<file path="src/wdt_consts.svh">
// Register map, field positions, reset values and codes of the watchdog block
`ifndef WDT_CONSTS_SVH
`define WDT_CONSTS_SVH
// Register offsets
`define WDT_A_CTRL    4'h0
`define WDT_A_RELOAD  4'h1
`define WDT_A_FEED1   4'h2
`define WDT_A_FEED2   4'h3
`define WDT_A_IEN     4'h4
`define WDT_A_IPRI    4'h5
`define WDT_A_PWR     4'h6
`define WDT_A_ISTAT   4'h7
`define WDT_A_IMASK   4'h8
// Control register fields
`define WDT_CTL_MODE  0
`define WDT_CTL_FLAG  1
`define WDT_CTL_RUN   2
`define WDT_CTL_TAP   7:5
// Enable and priority fields
`define WDT_IEN_GLOB  7
`define WDT_IEN_WD    6
`define WDT_IPRI_WD   6
// Power control fields
`define WDT_PWR_IDLE  0
`define WDT_PWR_PD    1
`define WDT_PWR_GF    3:2
`define WDT_PWR_HI    7:6
// Status event bits
`define WDT_EV_UFLOW  0
`define WDT_EV_FEEDER 1
`define WDT_EV_PDBLK  2
// Reset values and codes
`define WDT_RELOAD_RST 8'hff
`define WDT_TAP_RST    3'h7
`define WDT_FEED1_KEY  8'ha5
`define WDT_FEED2_KEY  8'h5a
`define WDT_TAP_BASE   13'h0040
`define WDT_VEC_BASE   8'h03
`define WDT_VEC_STEP   8'h08
`define WDT_VEC_WD     8'h33
`endif

</file>
<file path="src/wdt_pkg.sv">
// Types shared by the watchdog block
package wdt_pkg;
  typedef enum logic [1:0] {
    WDT_FEED_IDLE  = 2'b00,
    WDT_FEED_ARMED = 2'b01
  } wdt_feed_t;
  typedef enum logic [1:0] {
    WDT_PWR_RUN  = 2'b00,
    WDT_PWR_IDLE = 2'b01,
    WDT_PWR_DOWN = 2'b11
  } wdt_pwr_t;
endpackage : wdt_pkg

</file>
<file path="src/wdt_prescaler.sv">
// Divide-by-twelve stage and tapped binary prescaler
`timescale 1ns/100ps
`include "wdt_consts.svh"
module wdt_prescaler
  import wdt_pkg::*;
#(
  parameter int STAGES = 13,
  parameter int DIV    = 12
) (
  // Clock and reset
  input  wire logic              clk_sys,
  input  wire logic              resetn,
  // Control
  input  wire logic              clear,
  input  wire logic [2:0]        tap,
  // Results
  output logic                   tick,
  output logic [STAGES-1:0]      stage_count
);
  logic [3:0]        div_cnt;
  logic              div_wrap;
  logic [STAGES-1:0] tap_mask;

  // Tap underflow: all stages below the tap wrap together
  assign div_wrap = (div_cnt == 4'(DIV - 1));
  assign tap_mask = STAGES'((`WDT_TAP_BASE << tap) - 13'h0001);
  assign tick     = div_wrap && ((stage_count & tap_mask) == tap_mask);

  // Divider and stage counter, both cleared on reload
  always_ff @(posedge clk_sys)
  begin
    if (!resetn || clear)
    begin
      div_cnt     <= 4'h0;
      stage_count <= '0;
    end
    else
    begin
      div_cnt     <= div_wrap ? 4'h0 : 4'(div_cnt + 4'h1);
      stage_count <= div_wrap ? STAGES'(stage_count + 1'b1) : stage_count;
    end
  end
endmodule : wdt_prescaler

</file>
<file path="src/wdt_power_ctrl.sv">
// Idle and power-down sequencing with watchdog inhibit
`timescale 1ns/100ps
`include "wdt_consts.svh"
module wdt_power_ctrl
  import wdt_pkg::*;
(
  // Clock and reset
  input  wire logic  clk_sys,
  input  wire logic  resetn,
  // Requests
  input  wire logic  power_control_register_wr,
  input  wire logic  power_down_request,
  input  wire logic  idle_request,
  input  wire logic  pd_inhibit,
  input  wire logic  wake,
  // State
  output wdt_pwr_t   pwr_state,
  output logic       pd_blocked
);
  wdt_pwr_t next_pwr_state;
  logic     pd_go;
  logic     idle_go;

  // Power-down wins over idle and is refused while inhibited
  assign pd_go      = power_control_register_wr && power_down_request && !pd_inhibit;
  assign idle_go    = power_control_register_wr && idle_request && !power_down_request;
  assign pd_blocked = power_control_register_wr && power_down_request && pd_inhibit;

  // Next power state
  always_comb
  begin
    next_pwr_state = pwr_state;
    unique case (pwr_state)
      WDT_PWR_RUN:
      begin
        if (pd_go)
          next_pwr_state = WDT_PWR_DOWN;
        else if (idle_go)
          next_pwr_state = WDT_PWR_IDLE;
      end
      WDT_PWR_IDLE,
      WDT_PWR_DOWN:
      begin
        if (wake)
          next_pwr_state = WDT_PWR_RUN;
      end
      default: next_pwr_state = WDT_PWR_RUN;
    endcase
  end

  // State register
  always_ff @(posedge clk_sys)
  begin
    if (!resetn)
      pwr_state <= WDT_PWR_RUN;
    else
      pwr_state <= next_pwr_state;
  end
endmodule : wdt_power_ctrl

</file>
<file path="src/wdt_top.sv">
// Watchdog timer with interrupt hooks, power control and register port
`timescale 1ns/100ps
`include "wdt_consts.svh"
module wdt_top
  import wdt_pkg::*;
#(
  parameter int STAGES = 13,
  parameter int DIV    = 12,
  parameter int NSRC   = 6
) (
  // Clock and reset
  input  wire logic            clk_sys,
  input  wire logic            resetn,
  // Register port
  input  wire logic [3:0]      addr,
  input  wire logic [7:0]      wdata,
  input  wire logic            wr,
  input  wire logic            rd,
  output logic      [7:0]      rdata,
  // Interrupt hooks from and to the core
  input  wire logic [NSRC-1:0] other_irq_req,
  input  wire logic            wd_irq_ack,
  output logic                 irq_pending,
  output logic                 irq_level_high,
  output logic      [7:0]      irq_vector,
  // Power and reset control
  input  wire logic            wake,
  output logic                 idle_mode,
  output logic                 power_down,
  output logic                 sys_reset_req,
  // Event interrupt
  output logic                 irq_out
);
  // Register state
  logic [2:0]      tap;
  logic            timer_run_control;
  logic            reset_mode_select;
  logic            mode_clear_pend;
  logic            underflow_flag;
  logic [7:0]      reload_value;
  logic [7:0]      count;
  logic [7:0]      irq_enable_register;
  logic [6:0]      irq_priority_register;
  logic [3:0]      pwr_keep;
  logic [2:0]      ev_status;
  logic [2:0]      ev_mask;
  wdt_feed_t       feed_st;
  wdt_feed_t       next_feed_st;
  wdt_pwr_t        pwr_state;
  logic            pd_blocked;
  logic            tick;
  logic [STAGES-1:0] stage_count;

  // Address decode
  logic wr_ctrl, wr_reload, wr_feed1, wr_feed2;
  logic wr_ien, wr_ipri, wr_pwr, wr_istat, wr_imask;
  assign wr_ctrl   = wr && (addr == `WDT_A_CTRL);
  assign wr_reload = wr && (addr == `WDT_A_RELOAD);
  assign wr_feed1  = wr && (addr == `WDT_A_FEED1);
  assign wr_feed2  = wr && (addr == `WDT_A_FEED2);
  assign wr_ien    = wr && (addr == `WDT_A_IEN);
  assign wr_ipri   = wr && (addr == `WDT_A_IPRI);
  assign wr_pwr    = wr && (addr == `WDT_A_PWR);
  assign wr_istat  = wr && (addr == `WDT_A_ISTAT);
  assign wr_imask  = wr && (addr == `WDT_A_IMASK);

  // Feed sequence: key one, then key two on the very next write
  logic feed_ok, feed_bad, key1_ok;
  assign key1_ok  = wr_feed1 && (wdata == `WDT_FEED1_KEY);
  assign feed_ok  = wr_feed2 && (wdata == `WDT_FEED2_KEY) && (feed_st == WDT_FEED_ARMED);
  assign feed_bad = wr && !feed_ok && ((feed_st == WDT_FEED_ARMED) ||
                    wr_feed2 || (wr_feed1 && !key1_ok));
  assign next_feed_st = !wr ? feed_st :
                        (key1_ok && feed_st == WDT_FEED_IDLE) ? WDT_FEED_ARMED : WDT_FEED_IDLE;

  // Counting and underflow
  logic active, dec_tick, underflow, reload_now;
  assign active     = reset_mode_select || timer_run_control;
  assign dec_tick   = tick && active;
  assign underflow  = dec_tick && (count == 8'h00);
  assign reload_now = underflow || feed_ok;

  // Tapped prescaler, cleared on every reload
  wdt_prescaler #(
    .STAGES (STAGES),
    .DIV    (DIV)
  ) u_presc (
    .clk_sys     (clk_sys),
    .resetn      (resetn),
    .clear       (reload_now),
    .tap         (tap),
    .tick        (tick),
    .stage_count (stage_count)
  );

  // Idle and power-down control
  wdt_power_ctrl u_pwr (
    .clk_sys            (clk_sys),
    .resetn             (resetn),
    .power_control_register_wr            (wr_pwr),
    .power_down_request (wdata[`WDT_PWR_PD]),
    .idle_request       (wdata[`WDT_PWR_IDLE]),
    .pd_inhibit         (reset_mode_select),
    .wake               (wake),
    .pwr_state          (pwr_state),
    .pd_blocked         (pd_blocked)
  );
  assign idle_mode  = (pwr_state == WDT_PWR_IDLE);
  assign power_down = (pwr_state == WDT_PWR_DOWN);

  // Main counter with autoload
  logic [7:0] next_count;
  assign next_count = reload_now ? reload_value :
                      dec_tick   ? 8'(count - 8'h01) : count;

  always_ff @(posedge clk_sys)
  begin
    if (!resetn)
      count <= `WDT_RELOAD_RST;
    else
      count <= next_count;
  end

  // Feed tracker
  always_ff @(posedge clk_sys)
  begin
    if (!resetn)
      feed_st <= WDT_FEED_IDLE;
    else
      feed_st <= next_feed_st;
  end

  // Control fields; mode clears only after a zero write and a feed
  always_ff @(posedge clk_sys)
  begin
    if (!resetn)
    begin
      tap               <= `WDT_TAP_RST;
      timer_run_control <= 1'b0;
      reset_mode_select <= 1'b0;
      mode_clear_pend   <= 1'b0;
      reload_value      <= `WDT_RELOAD_RST;
    end
    else
    begin
      if (wr_ctrl)
      begin
        tap               <= wdata[`WDT_CTL_TAP];
        timer_run_control <= wdata[`WDT_CTL_RUN];
      end
      if (wr_ctrl && wdata[`WDT_CTL_MODE])
        reset_mode_select <= 1'b1;
      else if (feed_ok && mode_clear_pend)
        reset_mode_select <= 1'b0;
      if (wr_ctrl)
        mode_clear_pend <= !wdata[`WDT_CTL_MODE] && reset_mode_select;
      else if (feed_ok)
        mode_clear_pend <= 1'b0;
      if (wr_reload)
        reload_value <= wdata;
    end
  end

  // Timeout flag: set beats software or acknowledge clear
  logic flag_clr;
  assign flag_clr = (wr_ctrl && !wdata[`WDT_CTL_FLAG]) || (wd_irq_ack && !reset_mode_select);
  always_ff @(posedge clk_sys)
  begin
    if (!resetn)
      underflow_flag <= 1'b0;
    else if (underflow)
      underflow_flag <= 1'b1;
    else if (flag_clr)
      underflow_flag <= 1'b0;
  end

  // System reset request from watchdog underflow or broken feed
  always_ff @(posedge clk_sys)
  begin
    if (!resetn)
      sys_reset_req <= 1'b0;
    else
      sys_reset_req <= (underflow && reset_mode_select) || feed_bad;
  end

  // Enable, priority and kept power bits
  always_ff @(posedge clk_sys)
  begin
    if (!resetn)
    begin
      irq_enable_register   <= 8'h00;
      irq_priority_register <= 7'h00;
      pwr_keep              <= 4'h0;
    end
    else
    begin
      if (wr_ien)
        irq_enable_register <= wdata;
      if (wr_ipri)
        irq_priority_register <= wdata[6:0];
      if (wr_pwr)
        pwr_keep <= {wdata[`WDT_PWR_HI], wdata[`WDT_PWR_GF]};
    end
  end

  // Request arbitration: two levels, fixed polling order
  logic [NSRC:0] src_req, src_en, lvl_hi, lvl_lo;
  logic          wd_irq_req;
  assign wd_irq_req = underflow_flag && !reset_mode_select;
  assign src_req    = {wd_irq_req, other_irq_req};
  assign src_en     = src_req & irq_enable_register[NSRC:0]
                      & {(NSRC+1){irq_enable_register[`WDT_IEN_GLOB]}};
  assign lvl_hi     = src_en & irq_priority_register[NSRC:0];
  assign lvl_lo     = src_en & ~irq_priority_register[NSRC:0];

  // Lowest index wins; the watchdog sits at the top index
  logic [7:0] next_vector;
  logic       next_high;
  always_comb
  begin
    next_vector = 8'h00;
    next_high   = |lvl_hi;
    for (int i = NSRC; i >= 0; i--)
    begin
      if (next_high ? lvl_hi[i] : lvl_lo[i])
        next_vector = 8'(`WDT_VEC_BASE + 8'(i) * `WDT_VEC_STEP);
    end
  end

  always_ff @(posedge clk_sys)
  begin
    if (!resetn)
    begin
      irq_pending    <= 1'b0;
      irq_level_high <= 1'b0;
      irq_vector     <= 8'h00;
    end
    else
    begin
      irq_pending    <= |src_en;
      irq_level_high <= next_high;
      irq_vector     <= next_vector;
    end
  end

  // Event status: hardware set wins over write-one clear
  logic [2:0] ev_set;
  assign ev_set[`WDT_EV_UFLOW]  = underflow;
  assign ev_set[`WDT_EV_FEEDER] = feed_bad;
  assign ev_set[`WDT_EV_PDBLK]  = pd_blocked;
  always_ff @(posedge clk_sys)
  begin
    if (!resetn)
    begin
      ev_status <= 3'h0;
      ev_mask   <= 3'h0;
    end
    else
    begin
      ev_status <= ev_set | (ev_status & ~(wr_istat ? wdata[2:0] : 3'h0));
      if (wr_imask)
        ev_mask <= wdata[2:0];
    end
  end
  assign irq_out = |(ev_status & ev_mask);

  // Read mux, data returned one cycle after the strobe
  logic [7:0] rd_mux;
  assign rd_mux = (addr == `WDT_A_CTRL)   ? {tap, 2'b00, timer_run_control,
                                             underflow_flag, reset_mode_select} :
                  (addr == `WDT_A_RELOAD) ? reload_value :
                  (addr == `WDT_A_IEN)    ? irq_enable_register :
                  (addr == `WDT_A_IPRI)   ? {1'b0, irq_priority_register} :
                  (addr == `WDT_A_PWR)    ? {pwr_keep[3:2], 2'b00, pwr_keep[1:0],
                                             power_down, idle_mode} :
                  (addr == `WDT_A_ISTAT)  ? {5'h00, ev_status} :
                  (addr == `WDT_A_IMASK)  ? {5'h00, ev_mask} : 8'h00;
  always_ff @(posedge clk_sys)
  begin
    if (!resetn)
      rdata <= 8'h00;
    else
      rdata <= rd ? rd_mux : 8'h00;
  end
endmodule : wdt_top

</file>
<file path="config.mk">
export PLATFORM = sky130hd
export DESIGN_NAME = wdt_top
export DESIGN_NICKNAME = d
export VERILOG_FILES = /design/src/wdt_pkg.sv /design/src/wdt_prescaler.sv /design/src/wdt_power_ctrl.sv /design/src/wdt_top.sv
export VERILOG_INCLUDE_DIRS = /design/src /design/src/src
export SDC_FILE = /design/constraint.sdc
export NUM_CORES = 1
export LEC_CHECK = 0
export ABC_AREA = 1
export BUFFER_PORTS_ARGS = -buffer_cell sky130_fd_sc_hd__clkbuf_2
export CORE_UTILIZATION = 40
export CTS_CLUSTER_SIZE = 10
export DETAILED_ROUTE_END_ITERATION = 8
export GPL_TIMING_DRIVEN = 0
export PLACE_DENSITY = 0.63
export REMOVE_ABC_BUFFERS = 1
export SYNTH_ARGS = -nofsm -noshare
export SYNTH_HDL_FRONTEND = slang
export SYNTH_SLANG_ARGS = --single-unit
</file>
<file path="constraint.sdc">
create_clock -name clk_sys -period 4.37 [get_ports clk_sys]
set_input_delay 0.6555 -clock clk_sys [delete_from_list [all_inputs] [get_ports clk_sys]]
set_output_delay 0.6555 -clock clk_sys [all_outputs]
set_load 0.1 [all_outputs]
</file>
# Yosys cells after proc, flatten, opt, wreduce, memory -nomap -nowiden
# Index checks and enable logic that the tools add are counted.
# totals
register_bits,88
in_bits,24
output_inout_bits,22
word_cells,159
# op_classes
add_sub_neg,4
eq_ne,17
shift,1
n_mux,35
bitwise_logic,12
reduce_logical,64
# ops
cell,n
8-bit 2-to-1 mux,7
1-bit logical AND,31
7-bit AND,4
7-bit OR reduction,3
6-bit 2-to-1 mux,3
4-bit by 3-bit equality test with 1-bit output (second input constant),4
1-bit 2-to-1 mux,14
13-bit by 1-bit adder with 13-bit output (second input constant),1
13-bit AND,1
13-bit equality test,1
7-bit by 3-bit << shifter with 13-bit output (first input constant),1
13-bit by 1-bit subtractor with 13-bit output (second input constant),1
5-bit 2-to-1 mux,2
3-bit 2-to-1 mux,3
3-bit OR reduction,3
4-bit by 2-bit equality test with 1-bit output (second input constant),2
4-bit equality test (second input constant),2
8-bit by 7-bit equality test with 1-bit output (second input constant),1
8-bit equality test (second input constant),1
8-bit zero test,1
2-bit 2-to-1 mux,4
2-bit nonzero test,4
8-bit by 1-bit subtractor with 8-bit output (second input constant),1
1-bit logical OR,7
other kinds (19),31

# Depth between registers and ports, before layout
# depth
depth_word,14
ltp_mapped,15
mapped_depth_nobuf,15

# By module
# From an unflattened synthesis, not the netlist that was laid out.
# hier_totals
cells_unflattened,591
area_unflattened_um2,4222.8
# modules_own_cells
mod,instances,cells_per_inst,area_each_um2,seq_area_each_um2
wdt_top,1,442,3194.3,1281.2
wdt_prescaler,1,131,913.4,340.3
wdt_power_ctrl,1,18,115.1,40.0

# Least setup slack after synthesis
# No wires, ideal clock.
# synth_path
kind,reg2out
startpoint,register ev_mask[1]
endpoint,output irq_out
arrival_time_ns,1.903
t_required_ns,3.714
setup_slack_ns,1.812
path_stages_with_launch,3
n_path_buf,0
cell_sequence,dfxtp_1 -> inv_1 -> o221ai_1
# synth_via
elab_chain_len,2
# synth_rtl
item,line_no,rtl
from (decl),wdt_top.sv:46,logic [2:0] ev_mask;
from (signal assigned),wdt_top.sv:262,ev_mask <= wdata[2:0];
3-bit AND,wdt_top.sv:265,assign irq_out = |(ev_status & ev_mask);
3-bit OR reduction,wdt_top.sv:265,
to (decl),wdt_top.sv:32,output logic irq_out
# No other way between the ends.

# Worst setup path after layout
# layout_path
startpoint,register tap[2]
endpoint,register count[4]
# layout_via
elab_chain_len,9
word_cells_on_any_way,10
classes_between,add/sub: 1; eq/ne: 1; shift: 1; mux: 1; bitwise: 1; reduce/logical: 5
# layout_rtl
item,line_no,rtl
from (decl),wdt_top.sv:35,logic [2:0] tap;
from (signal assigned),wdt_top.sv:138,tap <= `WDT_TAP_RST;
from (signal assigned),wdt_top.sv:148,tap <= wdata[`WDT_CTL_TAP];
7-bit by 3-bit << shifter with 13-bit output (no source line) *,n/a,
13-bit by 1-bit subtractor with 13-bit output *,wdt_prescaler.sv:26,assign tap_mask = STAGES'((`WDT_TAP_BASE << tap) - 13'h0001);
13-bit AND,wdt_prescaler.sv:27,assign tick = div_wrap && ((stage_count & tap_mask) == tap_mask);
13-bit equality test *,wdt_prescaler.sv:27,
1-bit logical AND *,wdt_prescaler.sv:27,
1-bit logical AND *,wdt_top.sv:79,assign dec_tick = tick && active;
1-bit logical AND,wdt_top.sv:80,assign underflow = dec_tick && (count == 8'h00);
1-bit logical OR,wdt_top.sv:81,assign reload_now = underflow || feed_ok;
8-bit 2-to-1 mux or 2-bit nonzero test (tied branches),n/a,
to (signal assigned),wdt_top.sv:119,count <= `WDT_RELOAD_RST;
to (signal assigned),wdt_top.sv:121,count <= next_count;
to (decl),wdt_top.sv:41,logic [7:0] count;
# Every way passes the cells marked *; elsewhere a longest branch is shown, timed or not.
# A chain may end at the register's enable or synchronous reset.

==> results_dict.tcl <==
set metrics [dict create \
    status "finished clean" \
    die-area_um2 10800 \
    cts_setup_buffers 0 \
    cp-start-kind "register" \
    clk_pin_slew_ns 0.08 \
    ir_worst_vdd_mv 0.221 \
    track_usage 0.199 \
    min_period_ns 2.31 \
    power_density_nw_per_um2 302 \
    setup_slack_ns 2.06 \
    worstReg2RegEnd "count[4]" \
    power.share.clock 0.366 \
    r2r_cells 14 \
    die_w_um 104 \
    port_buffers 42 \
    setup_violations 0 \
    maxSlewViolCount 0 \
    globalplace.congestion 0.849 \
    antenna_found_initial 0 \
    cp-endpoint "count[4]" \
    cts_hold_buf 0 \
    yosys_warnings 0 \
    ctsResizeCount 0 \
    cts_tree "yes" \
    hold_class "reg -> reg" \
    place_area_um2 4450 \
    ioPinCount 46 \
    num_vias 3921 \
    hpwl_um 7530 \
    critical_path_arrival_ns 2.56 \
    critical_path.startpoint "tap[2]" \
    cp_max_fo 11 \
    p_leak_nw 2.04 \
    ant_nets 0 \
    cts_max_path_buffers 2 \
    final_util 0.465 \
    pre_cts_ws_ns 1.79 \
    p_seq_frac 0.555 \
    relSlewSlack 0.420 \
    drc 0 \
    area_growth_pct 11.0 \
    synth-seq-cells 83 \
    ys_types 38 \
    final-hold-violation-count 0 \
    grt_max_degree 41 \
    core.rowCount 36 \
    worstSetupEndpointType "register" \
    reg2reg_slack_ns 2.06 \
    yosysSeqAreaShare 0.398 \
    grt_pass1_wl_um 17100 \
    antenna_cells 0 \
    cts_made_buffers 9 \
    switching_share 0.264 \
    cp.required_ns 4.62 \
    fillers 1010 \
    synth_area_um2 4170 \
    cts_root_buffer "clkbuf_8" \
    tightest_slew_ns 0.871 \
    die_h_um 104 \
    clock_skew_ns 0.00690 \
    drt_wl_total_um 10100 \
    rr_startpoint "tap[2]" \
    core_area_um2 9950 \
    htreeDepth 3 \
    layout.cells.non_filler 770 \
    synth_cells 594 \
    via_per_inst 5.09 \
    clock_sinks 83 \
    dp_cells 754 \
    p_switching_mw 0.369 \
    wl_per_cell_um 13.1 \
    final_layout_size_suffix_gt1_frac 0.129 \
    synth_area_per_cell_um2 7.03 \
    first_global_vias 3631 \
    max_cap_violations 0 \
    path_class "reg -> reg" \
    rsz0062_at_grt "no" \
    internal_power_mw 1.03 \
    min_period_over_period 0.529 \
    clk_latency_ns 0.36 \
    drt_iter0_drc 182 \
    dr.pass1.iters 5 \
    timing.fmax_mhz 433 \
    final_cell_area_um2 4630 \
    fin_nets 660 \
    comb_power_share 0.079 \
    gr-total-overflow 0 \
    setup_tns_ns 0 \
    start_util 0.419 \
]
[synthesized netlist by cell type, drive strengths merged]
| library cell | number | area [um2] |
|---|---|---|
| a211oi | 1 | 7.51 |
| a21oi | 47 | 235 |
| a221oi | 2 | 17.5 |
| a31oi | 2 | 12.5 |
| buf | 10 | 78.8 |
| clkbuf | 7 | 26.3 |
| conb | 1 | 3.75 |
| dfxtp | 83 | 1660 |
| ha | 4 | 50.1 |
| inv | 90 | 343 |
| nand2 | 113 | 439 |
| nand3 | 50 | 263 |
| nand3b | 6 | 45.0 |
| nand4 | 14 | 103 |
| nor2 | 75 | 319 |
| nor3 | 13 | 65.1 |
| nor3b | 1 | 7.51 |
| o2111ai | 1 | 8.76 |
| o211ai | 9 | 67.6 |
| o21ai | 33 | 165 |
| o21bai | 1 | 7.51 |
| o221ai | 4 | 35.0 |
| o22ai | 6 | 37.5 |
| o31ai | 1 | 7.51 |
| o41ai | 1 | 8.76 |
| or2 | 3 | 18.8 |
| xnor2 | 6 | 52.6 |
| xor2 | 10 | 87.6 |
[power by group through the flow]
stage               logic [mW]  registers (mW)  clock network (mW)
floorplan               0.0593           0.801                   0
global placement         0.109           0.793                   0
detailed placement       0.110           0.793                   0
CTS                      0.111           0.775               0.530
global route             0.122           0.777               0.562
finish                   0.111           0.775               0.511
[routing by layer]
metal	routed length, um	GRT usage	up-vias
li1	-	-	2016
met1	4780	0.243	1793
met2	4770	0.342	102
met3	437	0.0501	10
met4	108	0.0592	0
met5	0	0	-
[layout by cell type, fill, tap and decap left out, types with 3 or more instances in the layout]
cell type,n
xor2_1,10
o22ai_1,6
o221ai_1,4
clkbuf_2,42
clkbuf_8,11
ha_1,4
inv_1,86
nand3b_1,6
a21oi_1,47
nand2_1,111
nor2_2,15
o211ai_1,9
nor2_1,60
nand3_1,49
xnor2_1,6
conb_1,3
o21ai_0,33
inv_2,3
nand4_1,13
nor3_1,13
dfxtp_1,83
[state kept, by name, summed over array words and instances, names as in the netlist, 2 cells and up]
name	cells
irq_priority_register	7
u_pwr.pwr_state	2
ev_mask	3
tap	3
count	8
u_presc.stage_count	13
pwr_keep	4
rdata	8
ev_status	3
u_presc.div_cnt	4
irq_vector	4
reload_value	8
irq_enable_register	8
[metrics by stage]
step | power [mW] | hold WS, ns
floorplan | 0.860 | 0.418
global placement | 0.902 | 0.429
detailed placement | 0.904 | 0.446
CTS | 1.42 | 0.462
global route | 1.46 | 0.491
finish | 1.40 | 0.460
[area by class of cell]
type / instances / area, um2 / share of cell area
repair buffers: 42 / 210 / 0.0454
inverters: 90 / 343 / 0.0740
clock inverters: 4 / 25.0 / 0.00540
flip-flops and latches: 83 / 1660 / 0.359
multi-input cells: 406 / 2070 / 0.447
clock buffers: 12 / 155 / 0.0335
well taps: 133 / 166 / 0.0359
[critical path, stage by stage, from the launching register on]
cell and delay (ns):
dfxtp_1 0.46, inv_2 0.11, nand2_1 0.11, ha_1 0.24, nand3_1 0.09, nand2_1 0.07, nor2_1 0.05, nor2_2 0.16
nand3_1 0.34, nand2_1 0.27, inv_1 0.08, nand2_1 0.06, nand2_1 0.04, inv_1 0.08, nand2_1 0.05
[cells by family after synthesis]
logic type / count (synthesis) / synth area share
xor gates and xnor gates: 16 / 0.0336
buffers and inverters: 107 / 0.107
AOI/OAI and AO/OA: 108 / 0.146
and+or+nand+nor: 275 / 0.302
other: 1 / 0.000898
DFF: 83 / 0.398
adders and majority gates: 4 / 0.0120
[worst min-delay path by stage]
stage | from | end | slack [ns] | cells after the start
after floorplan | u_presc.div_cnt[0] | u_presc.div_cnt[0] | 0.42 | 1
after global placement | u_presc.div_cnt[0] | u_presc.div_cnt[0] | 0.43 | 1
final | u_presc.div_cnt[0] | u_presc.div_cnt[0] | 0.46 | 1
after global routing | pwr_keep[2] | pwr_keep[2] | 0.49 | 2
after detailed placement | u_presc.div_cnt[0] | u_presc.div_cnt[0] | 0.45 | 1
after CTS | u_presc.div_cnt[0] | u_presc.div_cnt[0] | 0.46 | 1
(Power assumes the default switching activity.)
